## config.mk

```make
export PLATFORM = sky130hd
export DESIGN_NAME = isp_port
export DESIGN_NICKNAME = d
export VERILOG_FILES = /design/src/pkg/isp_pkg.sv /design/src/design/isp_edge.sv /design/src/design/isp_port.sv
export VERILOG_INCLUDE_DIRS = /design/src /design/src/pkg
export SDC_FILE = /design/constraint.sdc
export NUM_CORES = 1
export LEC_CHECK = 0
export BUFFER_PORTS_ARGS = -buffer_cell sky130_fd_sc_hd__buf_2
export CAP_MARGIN = 30
export CORE_MARGIN = 5
export CORE_UTILIZATION = 47
export DETAILED_ROUTE_END_ITERATION = 12
export GPL_TIMING_DRIVEN = 0
export PLACE_DENSITY = 0.78
export SKIP_LAST_GASP = 1
export SYNTH_ARGS = -nofsm -noshare
export SYNTH_HDL_FRONTEND = slang
export SYNTH_SLANG_ARGS = --single-unit
```

## constraint.sdc

```tcl
create_clock -name clk -period 1.7 [get_ports clk]
set_input_delay 0.255 -clock clk [delete_from_list [all_inputs] [get_ports clk]]
set_output_delay 0.255 -clock clk [all_outputs]
set_load 0.01 [all_outputs]
```

## src/pkg/isp_map.svh

```systemverilog
// Constants for the ISA host slave port: decode values and bit positions.
`ifndef ISP_MAP_SVH
`define ISP_MAP_SVH
`define ISP_DISP_LO_TOP7 7'h05
`define ISP_DISP_HI_TOP7 7'h05
`define ISP_LOW_BYTE_MSB 7
`define ISP_HIGH_BYTE_LSB 8
`define ISP_IDX_RST 8'h00
`define ISP_DATA_RST 8'h00
`define ISP_HIADDR_RST 7'h00
`define ISP_IOQ_RST 16'h0000
`define ISP_FULL_RST 24'h000000
`define ISP_IO_BASE 16'h03C0
`define ISP_IO_LAST 16'h03DF
`endif

```

## src/pkg/isp_pkg.sv

```systemverilog
// Types shared by the ISA host slave port.
package isp_pkg;
  typedef struct packed {
    logic iow_n;
    logic smemr_n;
    logic refresh_n;
    logic bale;
    logic [6:0] la;
    logic [16:0] sa;
    logic [15:0] sd;
  } isp_bus_t;
  typedef struct packed {
    logic wr;
    logic wide;
    logic [15:0] port;
    logic [15:0] data;
  } isp_wr_t;
endpackage : isp_pkg

```

## src/design/isp_edge.sv

```systemverilog
// Rising edge detector for an active-low strobe.
`timescale 1ns/1ps
module isp_edge (
  input wire logic clk,
  input wire logic rstn,
  input wire logic strobe_n,
  output logic rise
);
  logic prev;
  logic next_prev;
  always_comb begin
    next_prev = strobe_n;
  end
  always_ff @(posedge clk) begin
    if (!rstn) begin
      prev <= 1'b1;
    end else begin
      prev <= next_prev;
    end
  end
  assign rise = strobe_n && !prev;
endmodule : isp_edge

```

## src/design/isp_port.sv

```systemverilog
// ISA host slave port: I/O writes, upper address latch, 16-bit memory select.
// Notes on behaviour
// - Capture data at write strobe rising edge.
// - Wide index write: index low, data high.
// - Latched upper plus low lines form 24 bits.
// - Latch transparent while enable high, holds after.
// - Drive 16-bit memory select for capable addresses.
// - Display window only when sole adapter set.
// - Ignore memory reads during refresh.
`timescale 1ns/1ps
`include "isp_map.svh"
module isp_port (
  input wire logic clk,
  input wire logic rstn,
  input wire logic bus_reset,
  input wire isp_pkg::isp_bus_t bus,
  input wire logic sole_adapter_select_bit,
  output isp_pkg::isp_wr_t wr_out,
  output logic [7:0] index_reg,
  output logic [7:0] data_reg,
  output logic [23:0] full_addr,
  output logic memcs16_n_o,
  output logic memcs16_n_oe,
  output logic mem_rd
);
  import isp_pkg::*;

  logic iow_rise;
  logic [6:0] hi_addr;
  logic [6:0] next_hi_addr;
  logic [7:0] next_index;
  logic [7:0] next_data;
  isp_wr_t next_wr;
  logic [23:0] next_full;
  logic next_cs_oe;
  logic next_mem_rd;
  logic [15:0] io_q;
  logic [15:0] io_pend;
  logic next_cs_o;
  logic [15:0] next_io_q;

  function automatic logic in_range(input logic [15:0] a);
    in_range = (a >= `ISP_IO_BASE) && (a <= `ISP_IO_LAST);
  endfunction : in_range

  function automatic logic disp_hit(input logic [6:0] top);
    // Display window A0000-BFFFF: bits 23:17 equal 7'h05.
    disp_hit = (top >= `ISP_DISP_LO_TOP7) && (top <= `ISP_DISP_HI_TOP7);
  endfunction : disp_hit

  // The live strobe is compared with its last sample, so its rise is found at the
  // first clock after the host lets it go high; the port seen while it was low is kept for that edge.
  isp_edge i_isp_edge (
    .clk(clk),
    .rstn(rstn),
    .strobe_n(bus.iow_n),
    .rise(iow_rise)
  );
  assign io_pend = io_q;

  // I/O write group. A write is taken only on a found rise with an
  // in-range port, so a strobe cut short by reset is never half applied.
  always_comb begin
    next_io_q = bus.iow_n ? io_q : bus.sa[15:0];
    next_index = index_reg;
    next_data = data_reg;
    next_wr = '0;
    if (iow_rise && in_range(io_pend)) begin
      next_wr.wr = 1'b1;
      next_wr.port = io_pend;
      next_wr.data = bus.sd;
      // No byte enable reaches this port, so every even port write is
      // taken as a 16-bit index-plus-data write.
      next_wr.wide = !io_pend[0];
      if (!io_pend[0]) begin
        next_index = bus.sd[`ISP_LOW_BYTE_MSB:0];
        next_data = bus.sd[15:`ISP_HIGH_BYTE_LSB];
      end else begin
        next_data = bus.sd[`ISP_LOW_BYTE_MSB:0];
      end
    end
  end

  always_ff @(posedge clk) begin
    if (!rstn || bus_reset) begin
      io_q <= `ISP_IOQ_RST;
      index_reg <= `ISP_IDX_RST;
      data_reg <= `ISP_DATA_RST;
      wr_out <= '0;
    end else begin
      io_q <= next_io_q;
      index_reg <= next_index;
      data_reg <= next_data;
      wr_out <= next_wr;
    end
  end

  // Address group: the upper latch, the joined address and the 16-bit
  // memory select that is decoded from the latch.
  always_comb begin
    next_hi_addr = bus.bale ? bus.la : hi_addr;
    next_full = {next_hi_addr, bus.sa};
    // The select is registered from the latch's next value, so it changes
    // on the same clock as the upper latch.
    next_cs_oe = sole_adapter_select_bit && disp_hit(next_hi_addr);
  end

  always_ff @(posedge clk) begin
    if (!rstn || bus_reset) begin
      hi_addr <= `ISP_HIADDR_RST;
      full_addr <= `ISP_FULL_RST;
      memcs16_n_oe <= 1'b0;
    end else begin
      hi_addr <= next_hi_addr;
      full_addr <= next_full;
      memcs16_n_oe <= next_cs_oe;
    end
  end

  // Memory read group. Reads are dropped while refresh is requested, and
  // the open-collector select pin only ever drives low.
  always_comb begin
    next_mem_rd = !bus.smemr_n && bus.refresh_n;
    next_cs_o = 1'b0;
  end

  always_ff @(posedge clk) begin
    if (!rstn || bus_reset) begin
      mem_rd <= 1'b0;
      memcs16_n_o <= 1'b0;
    end else begin
      mem_rd <= next_mem_rd;
      memcs16_n_o <= next_cs_o;
    end
  end

  // Write path checks.
  range_a: assert property (@(posedge clk) disable iff (!rstn)
    wr_out.wr |-> in_range(wr_out.port))
    else $error("write outside range accepted");
  wr_pulse_a: assert property (@(posedge clk) disable iff (!rstn)
    wr_out.wr |=> !wr_out.wr)
    else $error("write record stood longer than one cycle");
  wide_a: assert property (@(posedge clk) disable iff (!rstn)
    wr_out.wr |-> wr_out.wide == !wr_out.port[0])
    else $error("write width does not follow the port");
  capture_a: assert property (@(posedge clk)
    disable iff (!rstn || bus_reset)
    (iow_rise && in_range(io_q) && !io_q[0])
    |=> index_reg == $past(bus.sd[7:0]))
    else $error("index byte not stored");
  high_byte_a: assert property (@(posedge clk)
    disable iff (!rstn || bus_reset)
    (iow_rise && in_range(io_q) && !io_q[0])
    |=> data_reg == $past(bus.sd[15:8]))
    else $error("data byte of a wide write not stored");
  odd_port_a: assert property (@(posedge clk)
    disable iff (!rstn || bus_reset)
    (iow_rise && in_range(io_q) && io_q[0])
    |=> data_reg == $past(bus.sd[7:0]))
    else $error("data of an odd port write not stored");
  index_hold_a: assert property (@(posedge clk)
    disable iff (!rstn || bus_reset)
    (iow_rise && in_range(io_q) && io_q[0])
    |=> $stable(index_reg))
    else $error("odd port write changed the index");
  refuse_a: assert property (@(posedge clk)
    disable iff (!rstn || bus_reset)
    (iow_rise && !in_range(io_q))
    |=> $stable(index_reg) && $stable(data_reg) && !wr_out.wr)
    else $error("refused write changed a register");

  // Address path checks.
  latch_open_a: assert property (@(posedge clk)
    disable iff (!rstn || bus_reset)
    bus.bale |=> hi_addr == $past(bus.la))
    else $error("upper latch not transparent");
  latch_hold_a: assert property (@(posedge clk)
    disable iff (!rstn || bus_reset)
    !bus.bale |=> $stable(hi_addr))
    else $error("upper latch lost its value");
  addr_join_a: assert property (@(posedge clk)
    disable iff (!rstn || bus_reset)
    1'b1 |=> full_addr == {hi_addr, $past(bus.sa)})
    else $error("full address not joined from latch and low lines");

  // Select and read checks.
  memcs_a: assert property (@(posedge clk) disable iff (!rstn)
    memcs16_n_oe |-> $past(sole_adapter_select_bit))
    else $error("memory select driven without sole adapter bit");
  window_a: assert property (@(posedge clk)
    disable iff (!rstn || bus_reset)
    ($past(sole_adapter_select_bit) && hi_addr == `ISP_DISP_LO_TOP7)
    |-> memcs16_n_oe)
    else $error("memory select missing for the display window");
  window_only_a: assert property (@(posedge clk) disable iff (!rstn)
    memcs16_n_oe |-> disp_hit(hi_addr))
    else $error("memory select driven outside the display window");
  pin_low_a: assert property (@(posedge clk) disable iff (!rstn)
    !memcs16_n_o)
    else $error("memory select pin driven high");
  refresh_a: assert property (@(posedge clk) disable iff (!rstn)
    !$past(bus.refresh_n) |-> !mem_rd)
    else $error("memory read taken during refresh");
  read_a: assert property (@(posedge clk)
    disable iff (!rstn || bus_reset)
    ($past(rstn) && !$past(bus_reset) && !$past(bus.smemr_n)
      && $past(bus.refresh_n)) |-> mem_rd)
    else $error("memory read not taken outside refresh");
  // The select is cleared with the registers, so a card held in reset
  // leaves the shared select line to the bus pull-up.
  reset_a: assert property (@(posedge clk) bus_reset |=> !memcs16_n_oe
    && !wr_out.wr && !mem_rd)
    else $error("outputs active in reset");

  wr_c: cover property (@(posedge clk) wr_out.wr && wr_out.wide);
  cs_c: cover property (@(posedge clk) memcs16_n_oe);
  rd_c: cover property (@(posedge clk) mem_rd);
  refuse_c: cover property (@(posedge clk) iow_rise && !in_range(io_q));
  hold_c: cover property (@(posedge clk) $fell(bus.bale));
endmodule : isp_port

```

Word-level counts from Yosys, hierarchy flattened
Cells that the tools add are included.
Word-level totals
  bits in registers: 100
  input bits: 48
  output and inout bits: 77
  logic and storage cells: 34
Operators by class
  $lt $le $gt $ge: 4
  muxes and demuxes: 3
  bitwise operators: 2
  reductions and logical operators: 13
Operators by type and width (count)
  2-to-1 mux 34 bit: 1
  >= comparator 16 x 10 -> 1 bit (second input constant): 1
  less-or-equal comparator 16 x 10 -> 1 bit (second input constant): 1
  2-to-1 mux 8 bit: 1
  >= comparator 7 x 3 -> 1 bit (second input constant): 1
  less-or-equal comparator 7 x 3 -> 1 bit (second input constant): 1
  2-to-1 mux 7 bit: 1
  logical AND 1 bit: 6
  zero test 1 bit: 4
  inverter 1 bit: 2
  AND reduction 2 bit: 1
  OR reduction 2 bit: 1
  logical OR 1 bit: 1

Depth between registers and ports, before layout
Gate-level depths: netlist (run 1).
  depth after elaboration: 5
  mapped depth: 5
  gate-level depth less buffers: 3

By module
From an unflattened synthesis (run 1), not the netlist that was laid out.
Second synthesis, totals
  cell total of the unflattened synthesis: 279
  area total of the unflattened synthesis: 3096.7 um^2
By module, submodules not included
  isp_port: instances 1, cells an instance 276, area an instance 3056.7 um^2, sequential area each 1841.8 um^2
  isp_edge: instances 1, cells an instance 3, area an instance 40.0 um^2, sequential area each 20.0 um^2

Least setup slack after synthesis (run 1)
Ideal clock, no wire load.
  path kind: flip-flop to flip-flop
  from: reg io_q[9] (netlist: io_pend[9])
  to: reg index_reg[0]
  setup time: 0.072 ns
  data arrival time: 1.215 ns
  data required time: 1.628 ns
  path slack: 0.414 ns
  stages on the path, launching flop included: 5
  path buffers: 1
  period minus slack after synthesis: 1.286 ns
  cell sequence: dfxtp_1 nor3b_1 and4_1 buf_4 mux2i_1
On the way
  word-level cells in the longest chain between the ends: 4
  elaborated cells on any way between the ends: 5
  those cells by class: order compare (2); reduce/logical (3)
RTL lines
  start: declaration: RTL line isp_port.sv:37  | logic [15:0] io_q;
  start signal: assignment: RTL line isp_port.sv:86  | io_q <= `ISP_IOQ_RST;
  start signal: assignment: RTL line isp_port.sv:91  | io_q <= next_io_q;
  >= comparator 16 x 10 -> 1 bit (no source line) / less-or-equal comparator 16 x 10 -> 1 bit (equally long branches)
  logical AND 1 bit *: RTL line isp_port.sv:43  | in_range = (a >= `ISP_IO_BASE) && (a <= `ISP_IO_LAST);
  logical AND 1 bit *: RTL line isp_port.sv:68  | if (iow_rise && in_range(io_pend)) begin
  AND reduction 2 bit (no source line) *
  end signal: assignment: RTL line isp_port.sv:87  | index_reg <= `ISP_IDX_RST;
  end signal: assignment: RTL line isp_port.sv:92  | index_reg <= next_index;
  end: declaration: RTL line isp_port.sv:19  | output logic [7:0] index_reg,
Every way passes the cells marked *; elsewhere a longest branch is shown, timed or not.
A chain may end at the register's enable or synchronous reset.

Final worst setup path (run 1)
  from: reg io_q[0] (netlist: io_pend[0])
  to: reg data_reg[0]
On the way
  word-level cells in the longest chain between the ends: 3
  elaborated cells on any way between the ends: 5
  those cells by class: order compare (2); mux (1); reduce/logical (2)
RTL lines
  >= comparator 16 x 10 -> 1 bit (no source line) / less-or-equal comparator 16 x 10 -> 1 bit (equally long branches)
  logical AND 1 bit: RTL line isp_port.sv:43
  logical AND 1 bit: RTL line isp_port.sv:68
  end signal: assignment: RTL line isp_port.sv:88  | data_reg <= `ISP_DATA_RST;
  end signal: assignment: RTL line isp_port.sv:93  | data_reg <= next_data;
  end: declaration: RTL line isp_port.sv:20  | output logic [7:0] data_reg,
Parallel ways exist; a longest one is shown, timed or not.

==> impl_metrics.toml, run 1 <==
[global_route]
grt_max_degree = 17
grt_pass1_wl_mm = 11.87
grt_pass1_vias = 2518
grt_usage_pct = 17.75
antenna_found_initial = 0
grt_overflow = 0

[clocking]
postCtsSetupRepairBufs = 0
cts_buffer_depth = 2
clk_latency_ns = 0.35
cts_hold_buf = 0
clockRootBuffer = "clkbuf_8"
clock_sinks = 93
numCtsBuffers = 9
cts_resized = 0
clkTransAtPathRegs_ns = 0.10
cts_tree = "built"
cts_max_level = 3

[setup_path]
crit_path_max_fanout = 10
ff2ff_setup_slack_ns = 0.18
cp_data_arrival_time_ns = 1.76
crit-reg2reg-capture = "data_reg[0]$_SDFFE_PP0P_"
cp-start-kind = "flip-flop"
end_kind = "flip-flop"
worstPathRequired_ns = 1.94
r2r_cells = 4
worstReg2RegStart = "io_pend[0]$_SDFFE_PP0N_"
crit_type = "reg2reg"

[layout]
final_common_cell = "buf_2"
area_delta_synth_final_pct = 30.11
drive_gt1_share_pct = 35.67
utilization_pct = 63.22
instances_no_fill = 520
nets = 486
regMostFlops = "wr_out"
fill_cells = 566
antennaDiodeCount = 0
largest_reg_flops = 34
final_cell_mix = "127 x buf_2, 93 x dfxtp_1, 40 x mux2i_1"

[timing]
clock.fmax_mhz = 659.2
slew_viol_final = 0
rsz0062_at_grt = "false"
tns_ns = 0
fin_crit_sh_pct = 89.23
setup_viol_count_final = 0
skew_ns = 0.01328
final.min_clock_period_ns = 1.517
hold_viol_final = 0
worst_pin_slew_ns = 0.5885
setup_ws_ns = 0.1831
worst_slew_margin_rel_pct = 60.77

[yosys]
synth_flop_cell = "dfxtp_1"
synth_warnings = 0
avgSynthCellArea_sq_um = 10.44
yosysUniqueCellTypes = 23
syn_inst = 299
yosysSeqAreaShare_pct = 59.66
synth_edf_count = 0
syn_area_sq_um = 3120
synth_top_area_share_pct = 59.66
synth.area.top_cells = "dfxtp_1 60%, mux2i_1 13%, nor3_1 3.8%, nand2_1 3.8%, nor2_1 3.6%"
ys_seq_elements = 93
yosysTopAreaCell = "dfxtp_1"
async_flop_share_pct = 0

[power_and_ir_drop]
irDropWorstVdd_uv = 660.3
power.leakage_nw = 2.054
powerDensity_nw_per_um2 = 992.0

[placement]
place_congestion = 0.7583
place_worst_setup_slack_ns = 0.09678
place_inst = 504
portBuffers = 121
hpwl_mm = 5.658

[hold_path]
min_path_cells = 2
hold_start = "bus[42]"
whs_endpoint = "mem_rd$_SDFF_PP0_"
min_path_type = "in2reg"

[routing]
wl_per_cell_microns = 14.10
vias = 2437
drc = 0
drtPass1Iterations = 5
postRouteAntennaNets = 0
first_iter_violations = 72
viasPerCell = 4.687
wirelength_mm = 7.334

[run_status]
outcome = "finished clean"

[floorplan]
num_rows = 29
start_util_pct = 48.59
die_y_microns = 91.48
die_w_microns = 91.48
io_pins = 125
dieArea_sq_um = 8369
core_area_sq_um = 6422

[run]
drv_cap = 0
==> critical path: stages, from the launching register on <==
cell,delay (ns)
dfxtp_1,0.38
clkbuf_1,0.48
mux2_2,0.41
nand2_1,0.08
mux2i_1,0.06
==> per-layer routing <==
metal  share of wire (%)  vias up  GRT usage (%)  wire length, microns
met1                  42     1112          21.35                  3092
met5                   0        -              0                     0
met3                 6.5       14          4.380                   478
li1                    -     1226              -                     -
met4                 2.1        0          8.291                   156
met2                  49       85          29.76                  3606
==> stage by stage <==
stage	area, sq um	hold slack [ns]	power, W
after global routing	4060	0.06000	0.004199
after global placement	3849	0.4193	0.002563
after detailed placement	3849	0.4242	0.002572
final	4060	0.05150	0.004028
after CTS	4055	0.04730	0.004063
after floorplan	3147	0.3287	0.002442
==> how the worst max path moves through the flow <==
stage / start / to / cells past startpoint
after floorplan: io_pend[9]$_SDFFE_PP0N_ / index_reg[0]$_SDFFE_PP0P_ / 4
after global placement: io_pend[9]$_SDFFE_PP0N_ / wr_out[12]$_SDFF_PP0_ / 4
after detailed placement: io_pend[9]$_SDFFE_PP0N_ / index_reg[1]$_SDFFE_PP0P_ / 4
after CTS: io_pend[10]$_SDFFE_PP0N_ / index_reg[1]$_SDFFE_PP0P_ / 4
after global routing: io_pend[0]$_SDFFE_PP0N_ / data_reg[0]$_SDFFE_PP0P_ / 4
final: io_pend[0]$_SDFFE_PP0N_ / data_reg[0]$_SDFFE_PP0P_ / 4
==> synthesized netlist by cell type, drive strengths merged, types with 2 or more instances <==
library cell	count
dfxtp	93
mux2i	40
nand2	32
nor2	30
nor3	24
inv	21
and2	17
buf	10
clkbuf	10
mux2	8
and4bb	2
nand2b	2
nor3b	2
nor4b	2
==> cell type report <==
type	instances	area (sq um)	area share (%)
well taps	77	96.34	2.373
clock buffers	10	137.6	3.390
plain buffers	20	105.1	2.589
clock inverters	6	68.82	1.695
multi-input cells	172	1106	27.24
inverters	21	78.83	1.941
repair buffers	121	605.6	14.92
flip-flops and latches	93	1862	45.86
==> where the power goes <==
group / switching (W) / leakage [nW] / total [W] / internal (W)
combinational: 0.000154 / 1.19 / 0.000283 / 0.000129
sequential: 0.0000163 / 0.757 / 0.00224 / 0.00222
clock: 0.000773 / 0.104 / 0.00151 / 0.000734
==> cell families after synthesis <==
family	synth area share, %
other	0.1202
buffers and inverters	5.894
AOI/OAI and AO/OA	0.1602
and+or+nand+nor	18.44
DFF	59.66
muxes	15.72
Note: power is estimated with default switching activity, not from simulation.
==> inputs of run 2 (changes only) <==
Settings changed: CELL_PAD_IN_SITES_DETAIL_PLACEMENT from default to 0, CELL_PAD_IN_SITES_GLOBAL_PLACEMENT from default to 2, CORE_UTILIZATION 47 to 28.
Clock period 1.7 ns to 1.6 ns, I/O delays scaled along.
==> impl_metrics.toml, run 2 (same netlist as run 1, synthesis figures left out) <==
[global_route]
grt_max_degree = 17
grt_usage_pct = 12.66
antenna_found_initial = 0
grt_overflow = 0
grt_pass1_vias = 2520
grt_pass1_wl_mm = 12.85

[placement]
portBuffers = 121
place_inst = 567
hpwl_mm = 6.155
place_congestion = 0.7447

[hold_path]
min_path_cells = 2
min_path_type = "in2reg"

[setup_path]
worstPathRequired_ns = 1.88
cp_top_family = "simple AND/OR/NAND/NOR gates"
crit_slowest_cell = "dfxtp_1"
r2r_cells = 4
cp_data_arrival_time_ns = 1.67
max_stage_delay_ns = 0.33
crit_path_max_fanout = 10
worstSetupPathDepth = 4
cp_num_buf_inv = 1
end_kind = "flip-flop"
worstPathCellList = "nor3b_2 > nand4_4 > buf_2 > nor3_1"
cp-start-kind = "flip-flop"
crit_type = "reg2reg"

[layout]
final_common_cell = "buf_2"
largest_reg_flops = 34
regMostFlops = "wr_out"
multi_input_area_sq_um = 1106
nets = 486
final_cell_mix = "127 x buf_2, 93 x dfxtp_1, 40 x mux2i_1"
drive_gt1_share_pct = 35.89
area_delta_synth_final_pct = 33.48
instances_no_fill = 583
area.sequential_sq_um = 1862
antennaDiodeCount = 0
fill_cells = 1139

[floorplan]
dieArea_sq_um = 13360
io_pins = 125
die_y_microns = 115.6
die_w_microns = 115.6
num_rows = 38
core_area_sq_um = 10890
start_util_pct = 28.66

[routing]
drc = 0
wl_per_cell_microns = 13.99
drtPass1Iterations = 4
postRouteAntennaNets = 0
viasPerCell = 4.103
vias = 2392
wirelength_mm = 8.157
first_iter_violations = 49

[power_and_ir_drop]
power.leakage_nw = 2.066
irDropWorstVdd_uv = 425.9
powerDensity_nw_per_um2 = 1072

[timing]
hold_viol_final = 0
fin_crit_sh_pct = 86.92
tns_ns = 0
worst_pin_slew_ns = 0.5654
slew_viol_final = 0
setup_viol_count_final = 0
worst_slew_margin_rel_pct = 62.31
clock.fmax_mhz = 719.1
skew_ns = 0.01688
rsz0062_at_grt = "false"
final.min_clock_period_ns = 1.391

[clocking]
cts_max_level = 3
clkTransAtPathRegs_ns = 0.09
cts_hold_buf = 0
cts_buffer_depth = 2
postCtsSetupRepairBufs = 0
clk_latency_ns = 0.37
clock_sinks = 93
clockRootBuffer = "clkbuf_8"
numCtsBuffers = 9
cts_tree = "built"

[run]
drv_cap = 0

[run_status]
outcome = "finished clean"
==> run 2: metal layers <==
metal | up-vias | routed length (microns) | global-route usage [%]
li1 | 1222 | - | -
met1 | 1086 | 3670 | 15.68
met2 | 73 | 3728 | 19.64
met3 | 11 | 583 | 3.864
met4 | 0 | 175 | 7.042
met5 | - | 0 | 0
==> run 2: area by class of cell <==
| type | instances | area share (%) |
|---|---|---|
| multi-input combinational | 172 | 26.55 |
| buffer | 20 | 2.553 |
| sequential | 93 | 44.70 |
| tap | 140 | 4.205 |
| clock buffer | 10 | 3.304 |
| clock inverter | 6 | 2.253 |
| inverter | 21 | 1.892 |
| timing repair buffer | 121 | 14.54 |
==> run 2: final timing paths <==
| path | start | to | slack, ns |
|---|---|---|---|
| worst max-delay path | io_pend[10]$_SDFFE_PP0N_ | wr_out[12]$_SDFF_PP0_ | 0.21 |
| worst min-delay path | bus[42] | mem_rd$_SDFF_PP0_ | 0.03 |
| worst max register to register | io_pend[10]$_SDFFE_PP0N_ | wr_out[12]$_SDFF_PP0_ | 0.21 |
| worst min register to register | io_pend[1]$_SDFFE_PP0N_ | wr_out[17]$_SDFF_PP0_ | 0.44 |
==> run 2: timing repair <==
item                                    in CTS  in global routing
gates resized for setup                      1                  2
gates cloned                                 0                  0
pin swaps                                    0                  0
endpoints found under the setup margin       8                  6
==> run 2: report_power, final <==
part / internal, W / switching [W]
logic: 0.000137 / 0.000166
registers: 0.00236 / 0.0000173
clock network: 0.000933 / 0.000853
==> run 2: through the flow <==
stage | total power [W] | instance area [sq um] | setup WS, ns | util, % | hold WS [ns]
floorplan | 0.002595 | 3147 | 0.3137 | - | 0.3137
global placement | 0.002736 | 3928 | 0.02089 | 36.07 | 0.4038
detailed placement | 0.002740 | 3928 | 0.01465 | 36.07 | 0.4171
CTS | 0.004539 | 4164 | 0.05674 | 38.24 | 0.01601
global route | 0.004669 | 4165 | 0.04275 | 38.26 | 0.02153
finish | 0.004467 | 4165 | 0.2093 | 38.26 | 0.03297
==> run 2: worst register-to-register path, delay by kind of cell (launching register included) <==
kind / cells / cell delay, ns
buffers and inverters: 1 / 0.27
and+or+nand+nor: 3 / 0.71
DFF: 1 / 0.33
